==> src/sscc_pkg.sv <==
package sscc_pkg;
  // Register indices; byte address is four times the index
  localparam logic [5:0] IDX_H_SEL      = 6'h12;
  localparam logic [5:0] IDX_H_WIDTH    = 6'h13;
  localparam logic [5:0] IDX_V_SEL      = 6'h14;
  localparam logic [5:0] IDX_V_WIDTH    = 6'h15;
  localparam logic [5:0] IDX_COAST_LEAD = 6'h16;
  localparam logic [5:0] IDX_COAST_TRL  = 6'h17;
  localparam logic [5:0] IDX_COAST_SEL  = 6'h18;
  localparam logic [5:0] IDX_STATUS     = 6'h1F;
  localparam int         NREG           = 7;
  localparam int         ADDR_W         = 8;
  localparam int         IDX_LSB        = 2;

  // Bit positions in the select and polarity registers
  localparam int B_SRC_OVR  = 7;
  localparam int B_SRC_SEL  = 6;
  localparam int B_POL_OVR  = 5;
  localparam int B_POL_USR  = 4;
  localparam int B_OUT_POL  = 3;
  localparam int B_V_FILT   = 2;
  localparam int B_V_DUR_EN = 1;
  localparam int B_C_SRC    = 7;
  localparam int B_C_OVR    = 6;
  localparam int B_C_POL    = 5;

  // Reset values
  localparam logic [7:0] RST_H_SEL      = 8'h18;
  localparam logic [7:0] RST_H_WIDTH    = 8'h00;
  localparam logic [7:0] RST_V_SEL      = 8'h18;
  localparam logic [7:0] RST_V_WIDTH    = 8'h0A;
  localparam logic [7:0] RST_COAST_LEAD = 8'h00;
  localparam logic [7:0] RST_COAST_TRL  = 8'h00;
  localparam logic [7:0] RST_COAST_SEL  = 8'h20;

  // Timing
  localparam int CLK_MHZ        = 20;
  localparam int SYNC_LOSS_US   = 50000;
  localparam int LOSS_CYCLES    = SYNC_LOSS_US * CLK_MHZ;
  localparam int ACT_W          = 20;
  localparam int POL_W          = 12;
  localparam int LINE_W         = 12;

  localparam logic [1:0] RESP_OKAY   = 2'h0;
  localparam logic [1:0] RESP_SLVERR = 2'h2;
endpackage

==> src/sscc_top.sv <==
`timescale 1ns/1ps
// Overview of operation
// - Hsync input polarity auto-detected unless override bit set; override resets 0.
// - With override, user bit 0 means active low, 1 active high; resets 1.
// - Hsync output active low for polarity bit 0, high for 1; resets 1.
// - Hsync output starts on feedback clock, lasts programmed pixel clocks.
// - Vsync source chosen automatically unless override bit set; resets 0.
// - Overridden vsync source: 0 input pin, 1 sync separator; resets 0.
// - Vsync input polarity auto-detected unless override bit set; resets 0.
// - With override, vsync user bit 0 active low, 1 active high; resets 1.
// - Vsync output negative for polarity bit 0, positive for 1; resets 1.
// - Vsync filter aligns vsync to hsync when enabled, bypassed otherwise.
// - Vsync duration enable 0 keeps width; 1 uses duration register.
// - Vsync duration value used only when enabled; resets to ten.
// - Internal coast starts programmed hsync periods before vsync; resets zero.
// - Internal coast held programmed hsync periods after vsync ends.
// - Coast source 0 derives coast from vsync; 1 uses coast pin.
// - Coast polarity determined internally unless override bit set; resets 0.
// - User coast polarity applied only under override; resets 1.
// - User coast polarity 0 means negative, 1 means positive.
// - Hsync source chosen automatically unless override bit set; resets 0.
// - User or dual-active hsync source: 0 input pin, 1 green sync.
module sscc_top #(
  parameter int unsigned ACT_LIMIT = sscc_pkg::LOSS_CYCLES
) (
  input  wire logic                        aclk,
  input  wire logic                        aresetn,
  input  wire logic                        ce,
  input  wire logic [sscc_pkg::ADDR_W-1:0] s_axi_awaddr,
  input  wire logic                        s_axi_awvalid,
  output logic                             s_axi_awready,
  input  wire logic [31:0]                 s_axi_wdata,
  input  wire logic [3:0]                  s_axi_wstrb,
  input  wire logic                        s_axi_wvalid,
  output logic                             s_axi_wready,
  output logic [1:0]                       s_axi_bresp,
  output logic                             s_axi_bvalid,
  input  wire logic                        s_axi_bready,
  input  wire logic [sscc_pkg::ADDR_W-1:0] s_axi_araddr,
  input  wire logic                        s_axi_arvalid,
  output logic                             s_axi_arready,
  output logic [31:0]                      s_axi_rdata,
  output logic [1:0]                       s_axi_rresp,
  output logic                             s_axi_rvalid,
  input  wire logic                        s_axi_rready,
  input  wire logic                        hsync_pin,
  input  wire logic                        green_embedded_sync,
  input  wire logic                        vsync_pin,
  input  wire logic                        sep_vsync,
  input  wire logic                        coast_pin,
  input  wire logic                        pll_feedback,
  output logic                             hsync_out,
  output logic                             vsync_out,
  output logic                             pll_coast
);

  ////////////////////////////////////////////////////////////////////////////
  // Pin index in the synchroniser vectors
  localparam int P_H = 0;
  localparam int P_G = 1;
  localparam int P_V = 2;
  localparam int P_S = 3;
  localparam int P_C = 4;
  localparam int P_F = 5;
  localparam int NPIN = 6;
  localparam logic [sscc_pkg::ACT_W-1:0] ACT_MAX =
    sscc_pkg::ACT_W'(ACT_LIMIT);
  localparam logic [sscc_pkg::POL_W-1:0] POL_MAX = '1;

  typedef struct packed {
    logic [sscc_pkg::NREG-1:0][7:0]               cfg;
    logic [NPIN-1:0]                              s1;
    logic [NPIN-1:0]                              s2;
    logic [NPIN-1:0]                              sp;
    logic [3:0][sscc_pkg::ACT_W-1:0]              act;
    logic [2:0][sscc_pkg::POL_W-1:0]              hi;
    logic [2:0][sscc_pkg::POL_W-1:0]              lo;
    logic [2:0]                                   det;
    logic [2:0]                                   dprev;
    logic                                         h_prev;
    logic [7:0]                                   hs_cnt;
    logic                                         hs_on;
    logic                                         vs_f;
    logic                                         vs_fprev;
    logic                                         vpulse;
    logic [7:0]                                   vdur;
    logic [sscc_pkg::LINE_W-1:0]                  line;
    logic [sscc_pkg::LINE_W-1:0]                  frame;
    logic [7:0]                                   post;
    logic                                         hs_o;
    logic                                         vs_o;
    logic                                         co_o;
    logic                                         aw_ok;
    logic [sscc_pkg::ADDR_W-1:0]                  awaddr;
    logic                                         w_ok;
    logic [7:0]                                   wdata;
    logic                                         wlane;
    logic                                         bvalid;
    logic [1:0]                                   bresp;
    logic                                         rvalid;
    logic [31:0]                                  rdata;
    logic [1:0]                                   rresp;
  } sscc_state_t;

  sscc_state_t q;
  sscc_state_t next_q;

  // Maps a byte address onto a configuration slot; NREG means unmapped
  function automatic int unsigned sscc_slot(
    input logic [sscc_pkg::ADDR_W-1:0] a
  );
    logic [5:0] idx;
    idx = a[sscc_pkg::ADDR_W-1:sscc_pkg::IDX_LSB];
    if (a[sscc_pkg::IDX_LSB-1:0] != '0) begin
      return sscc_pkg::NREG;
    end else if (idx >= sscc_pkg::IDX_H_SEL &&
                 idx <= sscc_pkg::IDX_COAST_SEL) begin
      return 32'(idx - sscc_pkg::IDX_H_SEL);
    end else begin
      return sscc_pkg::NREG;
    end
  endfunction

  ////////////////////////////////////////////////////////////////////////////
  // Source and polarity selection
  logic [7:0] r_h;
  logic [7:0] r_v;
  logic [7:0] r_c;
  logic [3:0] alive;
  logic       h_green;
  logic       v_sep;
  logic       h_pol;
  logic       v_pol;
  logic       c_pol;
  logic       h_raw;
  logic       v_raw;
  logic       h_n;
  logic       v_n;
  logic       c_ext;
  logic       h_lead;
  logic       c_int;
  logic       lead_hit;
  logic       vs_shape;
  logic [sscc_pkg::LINE_W:0] lead_sum;

  assign r_h = q.cfg[sscc_pkg::IDX_H_SEL - sscc_pkg::IDX_H_SEL];
  assign r_v = q.cfg[sscc_pkg::IDX_V_SEL - sscc_pkg::IDX_H_SEL];
  assign r_c = q.cfg[sscc_pkg::IDX_COAST_SEL - sscc_pkg::IDX_H_SEL];

  for (genvar i = 0; i < 4; i++) begin : g_alive
    assign alive[i] = q.act[i] < ACT_MAX;
  end

  always_comb begin
    // Dual-active hsync defers to the select bit as well
    if (r_h[sscc_pkg::B_SRC_OVR] || (alive[P_H] && alive[P_G])) begin
      h_green = r_h[sscc_pkg::B_SRC_SEL];
    end else begin
      h_green = !alive[P_H] && alive[P_G];
    end
    if (r_v[sscc_pkg::B_SRC_OVR]) begin
      v_sep = r_v[sscc_pkg::B_SRC_SEL];
    end else begin
      v_sep = !alive[P_V] && alive[P_S];
    end
  end

  assign h_pol = r_h[sscc_pkg::B_POL_OVR] ? r_h[sscc_pkg::B_POL_USR]
                                          : q.det[0];
  assign v_pol = r_v[sscc_pkg::B_POL_OVR] ? r_v[sscc_pkg::B_POL_USR]
                                          : q.det[1];
  assign c_pol = r_c[sscc_pkg::B_C_OVR] ? r_c[sscc_pkg::B_C_POL]
                                        : q.det[2];
  assign h_raw = h_green ? q.s2[P_G] : q.s2[P_H];
  assign v_raw = v_sep ? q.s2[P_S] : q.s2[P_V];
  assign h_n = h_pol ? h_raw : !h_raw;
  assign v_n = v_pol ? v_raw : !v_raw;
  assign c_ext = c_pol ? q.s2[P_C] : !q.s2[P_C];
  assign h_lead = h_n && !q.h_prev;

  // Lead window opens once the remaining lines drop to the lead count
  assign lead_sum = {1'b0, q.line} +
                    (sscc_pkg::LINE_W+1)'(q.cfg[sscc_pkg::IDX_COAST_LEAD -
                                                sscc_pkg::IDX_H_SEL]);
  assign lead_hit = (q.cfg[sscc_pkg::IDX_COAST_LEAD - sscc_pkg::IDX_H_SEL]
                     != 8'h00) && (q.frame != '0) &&
                    (lead_sum >= {1'b0, q.frame});
  assign c_int = q.vs_f || lead_hit || (q.post != 8'h00);
  assign vs_shape = r_v[sscc_pkg::B_V_DUR_EN] ? q.vpulse : q.vs_f;

  ////////////////////////////////////////////////////////////////////////////
  // Next state
  always_comb begin
    logic [2:0] din;
    int unsigned slot;
    din = {q.s2[P_C], v_raw, h_raw};
    slot = 0;
    next_q = q;
    next_q.s1 = {pll_feedback, coast_pin, sep_vsync, vsync_pin,
                 green_embedded_sync, hsync_pin};
    next_q.s2 = q.s1;
    next_q.sp = q.s2;

    // A source is alive while it keeps toggling within the loss time
    for (int i = 0; i < 4; i++) begin
      if (q.s2[i] != q.sp[i]) begin
        next_q.act[i] = '0;
      end else if (alive[i]) begin
        next_q.act[i] = q.act[i] + 1'b1;
      end
    end

    // Compare level times once per period, at each rising edge
    for (int i = 0; i < 3; i++) begin
      next_q.dprev[i] = din[i];
      if (din[i] && !q.dprev[i]) begin
        next_q.det[i] = q.hi[i] < q.lo[i];
        next_q.hi[i] = '0;
        next_q.lo[i] = '0;
      end else if (din[i] && q.hi[i] != POL_MAX) begin
        next_q.hi[i] = q.hi[i] + 1'b1;
      end else if (!din[i] && q.lo[i] != POL_MAX) begin
        next_q.lo[i] = q.lo[i] + 1'b1;
      end
    end

    // Hsync output pulse from the phase-adjusted feedback edge
    next_q.h_prev = h_n;
    if (q.s2[P_F] && !q.sp[P_F]) begin
      next_q.hs_cnt = q.cfg[sscc_pkg::IDX_H_WIDTH - sscc_pkg::IDX_H_SEL];
      next_q.hs_on = q.cfg[sscc_pkg::IDX_H_WIDTH - sscc_pkg::IDX_H_SEL]
                     != 8'h00;
    end else if (q.hs_on) begin
      next_q.hs_cnt = q.hs_cnt - 1'b1;
      next_q.hs_on = q.hs_cnt != 8'h01;
    end
    next_q.hs_o = next_q.hs_on == r_h[sscc_pkg::B_OUT_POL];

    // With the filter enabled, filtered vsync only moves on an hsync leading edge
    next_q.vs_fprev = q.vs_f;
    if (!r_v[sscc_pkg::B_V_FILT] || h_lead) begin
      next_q.vs_f = v_n;
    end

    // Duration block counts lines from the vsync leading edge; it starts
    // with the filtered vsync itself so the width is whole lines
    if (next_q.vs_f && !q.vs_f) begin
      next_q.vdur = q.cfg[sscc_pkg::IDX_V_WIDTH - sscc_pkg::IDX_H_SEL];
      next_q.vpulse = q.cfg[sscc_pkg::IDX_V_WIDTH - sscc_pkg::IDX_H_SEL]
                      != 8'h00;
    end else if (q.vpulse && h_lead) begin
      next_q.vdur = q.vdur - 1'b1;
      next_q.vpulse = q.vdur != 8'h01;
    end
    next_q.vs_o = vs_shape == r_v[sscc_pkg::B_OUT_POL];

    // Line counting for the coast lead; frame length learnt last frame
    if (q.vs_f && !q.vs_fprev) begin
      next_q.frame = q.line;
      next_q.line = '0;
    end else if (h_lead) begin
      next_q.line = q.line + 1'b1;
    end
    if (!next_q.vs_f && q.vs_f) begin
      next_q.post = q.cfg[sscc_pkg::IDX_COAST_TRL -
                          sscc_pkg::IDX_H_SEL];
    end else if (h_lead && q.post != 8'h00) begin
      next_q.post = q.post - 1'b1;
    end
    next_q.co_o = r_c[sscc_pkg::B_C_SRC] ? c_ext : c_int;

    // Write channel: address and data may arrive in either order
    if (s_axi_awvalid && s_axi_awready) begin
      next_q.aw_ok = 1'b1;
      next_q.awaddr = s_axi_awaddr;
    end
    if (s_axi_wvalid && s_axi_wready) begin
      next_q.w_ok = 1'b1;
      next_q.wdata = s_axi_wdata[7:0];
      next_q.wlane = s_axi_wstrb[0];
    end
    if (q.aw_ok && q.w_ok) begin
      slot = sscc_slot(q.awaddr);
      next_q.aw_ok = 1'b0;
      next_q.w_ok = 1'b0;
      next_q.bvalid = 1'b1;
      if (slot < sscc_pkg::NREG) begin
        next_q.bresp = sscc_pkg::RESP_OKAY;
        if (q.wlane) begin
          next_q.cfg[slot] = q.wdata;
        end
      end else if (q.awaddr[sscc_pkg::ADDR_W-1:sscc_pkg::IDX_LSB] ==
                   sscc_pkg::IDX_STATUS) begin
        next_q.bresp = sscc_pkg::RESP_OKAY;
      end else begin
        next_q.bresp = sscc_pkg::RESP_SLVERR;
      end
    end else if (q.bvalid && s_axi_bready) begin
      next_q.bvalid = 1'b0;
    end

    // Read channel
    if (s_axi_arvalid && s_axi_arready) begin
      slot = sscc_slot(s_axi_araddr);
      next_q.rvalid = 1'b1;
      next_q.rresp = sscc_pkg::RESP_OKAY;
      next_q.rdata = 32'h0000_0000;
      if (slot < sscc_pkg::NREG) begin
        next_q.rdata[7:0] = q.cfg[slot];
      end else if (s_axi_araddr[sscc_pkg::ADDR_W-1:sscc_pkg::IDX_LSB] ==
                   sscc_pkg::IDX_STATUS &&
                   s_axi_araddr[sscc_pkg::IDX_LSB-1:0] == '0) begin
        next_q.rdata[7:0] = {alive[P_V], alive[P_G], alive[P_H], v_sep,
                             h_green, q.det};
      end else begin
        next_q.rresp = sscc_pkg::RESP_SLVERR;
      end
    end else if (q.rvalid && s_axi_rready) begin
      next_q.rvalid = 1'b0;
    end
  end

  ////////////////////////////////////////////////////////////////////////////
  // State register; clock enable low freezes everything, bus included
  always_ff @(posedge aclk) begin
    if (!aresetn) begin
      q <= '0;
      q.cfg[0] <= sscc_pkg::RST_H_SEL;
      q.cfg[1] <= sscc_pkg::RST_H_WIDTH;
      q.cfg[2] <= sscc_pkg::RST_V_SEL;
      q.cfg[3] <= sscc_pkg::RST_V_WIDTH;
      q.cfg[4] <= sscc_pkg::RST_COAST_LEAD;
      q.cfg[5] <= sscc_pkg::RST_COAST_TRL;
      q.cfg[6] <= sscc_pkg::RST_COAST_SEL;
      q.det <= 3'h7;
    end else if (ce) begin
      q <= next_q;
    end
  end

  // Readies drop with the clock enable so no beat is lost while frozen
  assign s_axi_awready = ce && !q.aw_ok && !q.bvalid;
  assign s_axi_wready  = ce && !q.w_ok && !q.bvalid;
  assign s_axi_arready = ce && !q.rvalid;
  assign s_axi_bvalid  = q.bvalid;
  assign s_axi_bresp   = q.bresp;
  assign s_axi_rvalid  = q.rvalid;
  assign s_axi_rdata   = q.rdata;
  assign s_axi_rresp   = q.rresp;
  assign hsync_out     = q.hs_o;
  assign vsync_out     = q.vs_o;
  assign pll_coast     = q.co_o;
endmodule

==> config.mk <==
export PLATFORM = sky130hd
export DESIGN_NAME = sscc_top
export DESIGN_NICKNAME = d
export VERILOG_FILES = /design/src/sscc_pkg.sv /design/src/sscc_top.sv
export SDC_FILE = /design/constraint.sdc
export NUM_CORES = 1
export LEC_CHECK = 0
export BUFFER_PORTS_ARGS = -buffer_cell sky130_fd_sc_hd__buf_2
export CORE_MARGIN = 4
export CORE_UTILIZATION = 59
export CTS_CLUSTER_DIAMETER = 60
export CTS_CLUSTER_SIZE = 40
export DETAILED_ROUTE_END_ITERATION = 8
export HOLD_SLACK_MARGIN = 0.06
export PLACE_DENSITY = 0.78
export RECOVER_POWER = 25
export SYNTH_ARGS = -nofsm -noshare
export SYNTH_HDL_FRONTEND = slang
export SYNTH_SLANG_ARGS = --single-unit
==> constraint.sdc <==
create_clock -name aclk -period 3.85 [get_ports aclk]
set_input_delay 0.5775 -clock aclk [delete_from_list [all_inputs] [get_ports aclk]]
set_output_delay 0.5775 -clock aclk [all_outputs]
set_load 0.05 [all_outputs]
== After elaboration in Yosys (flattened, before gate mapping) ==
Index checks and enable logic that the tools add are counted.
Storage, ports and cells
  flip-flop bits (word level): 321
  output and inout port bits: 44
Cells by class
  add/sub/neg operators: 17
  reductions and logical operators: 111
  equal/unequal tests: 19
  mux-type cells: 69
  $lt $le $gt $ge: 17
Operators by type and width (count)
  $mux W12: 17
  $mux W32: 6
  $mux W20: 8
  $add A12 B1 Y12 const B: 7
  $add A20 B1 Y20 const B: 4
  $lt A20 B20 Y1 const B: 4
  $ne A12 B12 Y1 const B: 6
  $lt A32 B3 Y1 const B: 2
  $lt A32 B4 Y1 const B: 2
  $bwmux W56: 1
  $mux W8: 6
  $reduce_and A2 Y1: 23
  $mux W9: 5
  $reduce_bool A2 Y1: 20
  $logic_and A1 B1 Y1: 36
  $lt A12 B12 Y1: 3
  $ge A32 B1 Y1 const B: 1
  $reduce_bool A8 Y1: 4
  $bmux W8 S3: 1
  $demux W8 S3: 1
  $sub A8 B1 Y8 const B: 3
  $mux W1: 19
  $logic_not A1 Y1: 18
  $ne A8 B1 Y1 const B: 2
  16 further kinds: 34

== Logic depth before layout (Yosys ltp) ==
  word-level depth: 14
  mapped depth: 18

== Worst setup path after synthesis ==
OpenSTA, ideal clock, no wires.
  path type: register to register
  from: register q[81] (netlist bit)
  to: register q (netlist bit pll_coast)
  required time: 3718 ps
  cell stages (with the launch flop): 17
  path buffers: 0
  slack: 774 ps
  arrival time: 2944 ps
  period minus slack after synthesis: 3076 ps
  path through: dfxtp_1 > ha_1 > a21o_1 > a21oi_1 > o21ai_0 > a21oi_1 > nor2b_1 > o21a_1 > nor3_1 > nor3b_1 > xor2_1 > ha_1 > a21o_1 > a21oi_1 > nor2b_1 > a2111oi_0 > o21ai_0
Between the ends
  word-level cells in the longest chain between the ends: 6
RTL lines
  from (decl): RTL line sscc_top.sv:105  | sscc_state_t q;
  from (signal assigned): RTL line sscc_top.sv:337  | q <= next_q;
  $add A12 B8 Y13: RTL line sscc_top.sv:182  | assign lead_sum = {1'b0, q.line} +
  $ge A13 B12 Y1: RTL line sscc_top.sv:187  | (lead_sum >= {1'b0, q.frame});
  $logic_and A1 B1 Y1: RTL line sscc_top.sv:186  | != 8'h00) && (q.frame != '0) &&
  $logic_or A1 B1 Y1 (2 in series): RTL line sscc_top.sv:188  | assign c_int = q.vs_f || lead_hit || (q.post != 8'h00);
  $mux W1: RTL line sscc_top.sv:270  | next_q.co_o = r_c[sscc_pkg::B_C_SRC] ? c_ext : c_int;
Every way passes these cells.
A chain may end at the register's enable or synchronous reset.

== Worst setup path after layout ==
  from: register q[80] (netlist bit)
  to: register q (netlist bit pll_coast)
The elaborated chain is that of the path after synthesis.

==> reports/metrics.yaml <==
status:
  status: "complete, but fails checks"
  violations: "max-capacitance violations, max-slew violations"
routing:
  first_pass_iters: 5
  wl_mm: 37.21
  drc_errors: 0
  avgViaCountPerCell: 5.759
  drtIter0Drc: 886
  wl_per_cell_microns: 15.41
  ant_nets: 0
  num_vias: 13910
synth:
  synth_cell_types: 79
  avgSynthCellArea_sq_um: 8.236
  synth-main-ff-cell: "dfxtp_1"
  synth-seq-cells: 318
  synth_cells: 2012
  async_reset_ff_share_pct: 0
  syn_area_sq_um: 16570
  synth-edff-count: 0
  yosys_warnings: 0
  ys_seq_area_share_pct: 38.42
finish:
  drive_gt1_share_pct: 7.020
  stdcell_count: 2415
  nets: 2159
  antenna_cells: 0
  area_growth_syn_to_layout_pct: 8.011
  final_cell_mix: "dfxtp_1 (318), nor2_1 (287), nand2_1 (207)"
  fillers: 2376
  layout_commonest_cell: "dfxtp_1"
power:
  sequentialPowerShare_pct: 50.2
  p_comb_share_pct: 7.5
  p_total_mw: 6.777
  power.leakage_nw: 7.058
  p_sw_share_pct: 28.05
  powerDensity_nw_per_um2: 378.7
  power_frac_clock_pct: 42.3
  max-vdd-ir-drop_uv: 382.1
  power.net_switching_mw: 1.901
  internal-power_mw: 4.876
clock_tree:
  insertion_delay_ns: 0.57
  clockRootBuffer: "clkbuf_16"
  ctsHoldBuffers: 0
  cts.htree.levels: 1
  cts_buffer_depth: 3
  cts-buffers-inserted: 26
  cts_setup_buffers: 0
  cts_sinks: 318
  cts.reportedPaths.clkPinSlew_ns: 0.10
  cts_tree: "yes"
placed_design:
  post-dp-hpwl_mm: 26.59
  placed_cells: 2368
  io_buffers: 56
  globalplace.congestion: 0.8792
  pre_cts_slack_ns: 0.09062
setup_path:
  critPathKind: "reg -> reg"
  cp.required_ns: 4.34
  cp-end-kind: "flop"
  critical_path.max_fanout: 5
  critPathLaunchType: "flop"
  critPathArrivalTime_ns: 4.03
timing:
  post-route-period-util_pct: 92.02
  tightest_slew_ns: 3.215
  layout_setup_ws_ns: 0.3073
  rsz0062_at_grt: "false"
  drv_slew: 98
  setup_viol: 0
  slew_headroom_pct: -114.3
  final.setup.tns_ns: 0
  fmax_mhz: 282.3
  fin_crit_ns: 3.543
  final_hold_viol_count: 0
  fin_skew_ns: 0.02939
floorplan:
  core_area_sq_um: 27780
  rows: 61
  initial_core_util_pct: 59.65
  die_h_microns: 175.6
  die_w_microns: 175.6
  io_pins: 110
  die-area_sq_um: 30830
global_routing:
  grt-ovfl-total: 0
  antenna_found_initial: 0
  grt_use_total_pct: 23.34
  grt_pass1_vias: 13100
  grt_max_degree: 98
  grt_pass1_wl_mm: 62.14
hold_path:
  hold_class: "in -> reg"
job:
  drv_cap: 1
==> power groups by stage <==
stage	registers, mW	logic, mW	clock network [mW]
global placement	3.47	0.494	0
global route	3.41	0.556	3.06
CTS	3.40	0.509	2.93
finish	3.40	0.506	2.87
detailed placement	3.48	0.506	0
floorplan	3.46	0.422	0
==> stage by stage <==
| step | hold slack, ns | instance area (sq um) | utilization [%] |
|---|---|---|---|
| floorplan | 0.4298 | 16660 | - |
| global placement | 0.4448 | 16970 | 61.07 |
| detailed placement | 0.4507 | 16970 | 61.07 |
| CTS | 0.2254 | 17920 | 64.50 |
| global route | 0.2240 | 17900 | 64.43 |
| finish | 0.2331 | 17900 | 64.43 |
==> worst max-delay path: stages, from the launching register on <==
cell	delay, ns
dfxtp_1	0.43
ha_1	0.20
inv_1	0.05
fa_1	0.40
nor2b_1	0.12
o21ai_0	0.10
a21boi_0	0.24
o21ai_0	0.11
nand2b_1	0.11
nand3_1	0.08
nand2_1	0.16
nand2_1	0.11
xnor2_1	0.15
ha_1	0.30
nand4_1	0.07
or3_1	0.37
a21oi_1	0.22
a2111oi_4	0.08
o21ai_0	0.17
==> logic make-up (layout without fill, tap and decap cells) <==
| kind of cell | Yosys count | after routing | synth area share (%) |
|---|---|---|---|
| XOR/XNOR | 134 | 134 | 7.128 |
| AND/OR/NAND/NOR | 826 | 826 | 23.54 |
| other | 1 | 26 | 0.02263 |
| flip-flops | 318 | 318 | 38.42 |
| adder cells (fa/ha/maj) | 75 | 75 | 5.708 |
| multiplexers | 108 | 108 | 6.667 |
| AO/OA/AOI/OAI | 350 | 350 | 13.07 |
| buffers and inverters | 200 | 200 | 5.444 |
==> what timing repair did <==
| item | 4_1_cts | 5_1_grt |
|---|---|---|
| setup endpoints to repair | 0 | 1 |
| hold endpoints to repair | 0 | 0 |
| gates resized for setup | 0 | 3 |
==> routing by layer <==
layer,wire (microns),vias up,part of all wire [%],track usage (%)
li1,-,6948,-,-
met4,1031,0,2.8,6.953
met3,1723,79,4.6,2.949
met5,0,-,0,0
met1,16730,6559,45,30.79
met2,17720,322,48,40.26
==> final timing paths <==
kind,slack [ns],startpoint,depth (start not counted),to
setup / recovery,0.31,q[80],18,pll_coast
hold reg to reg,0.46,q[48],2,q[48]
setup reg to reg,0.31,q[80],18,pll_coast
hold / removal,0.23,s_axi_wdata[6],3,q[45]
==> final cells by class <==
cell class	count	area, sq um	share of cell area [%]
timing repair buffer	76	395.4	2.209
clock buffer	27	664.4	3.712
multi-input combinational	1519	9422	52.64
inverter	77	289.0	1.615
clock inverter	20	289.0	1.615
tap	378	473.0	2.642
sequential	318	6366	35.57
==> cells in the mapped netlist (4+ instances only) <==
cell       instances  area [sq um]
nor2_1           287          1077
inv_1             76         285.3
nor2b_1           22         137.6
buf_4             38         285.3
mux2_2            15         168.9
clkbuf_1          69         259.0
nor3_1            34         170.2
xor2_1            70         613.1
nor3b_1            5         37.54
or2_2              5         31.28
and3_1            38         237.7
nand2_1          207         777.0
and2_1            14         87.58
o31ai_1            4         30.03
buf_1             14         52.55
a211oi_1          12         90.09
nand3b_1           5         37.54
mux2i_1           92         920.9
o21ai_0           91         455.4
a221oi_1          12         105.1
or3_1             35         219.0
o2111ai_1          4         35.03
and4_1            14         122.6
o21a_1             8         60.06
nor4_1            19         118.9
dfxtp_1          318          6366
nand3_1           70         350.3
a21o_1            16         120.1
ha_1              74         925.9
a22oi_1           14         105.1
nand4_1           38         237.7
nand2b_1          15         93.84
o311ai_0           4         35.03
xnor2_1           63         551.8
a21oi_1          134         670.6
a31oi_1            8         50.05
==> state kept, by name, summed over array words and instances, names as in the netlist <==
signal,cells
pll_coast,1
s_axi_rresp,1
s_axi_rvalid,1
hsync_out,1
s_axi_bvalid,1
next_q,13
r_c,8
r_h,8
q,266
vsync_out,1
s_axi_rdata,8
r_v,8
s_axi_bresp,1
(Power assumes the default switching activity.)
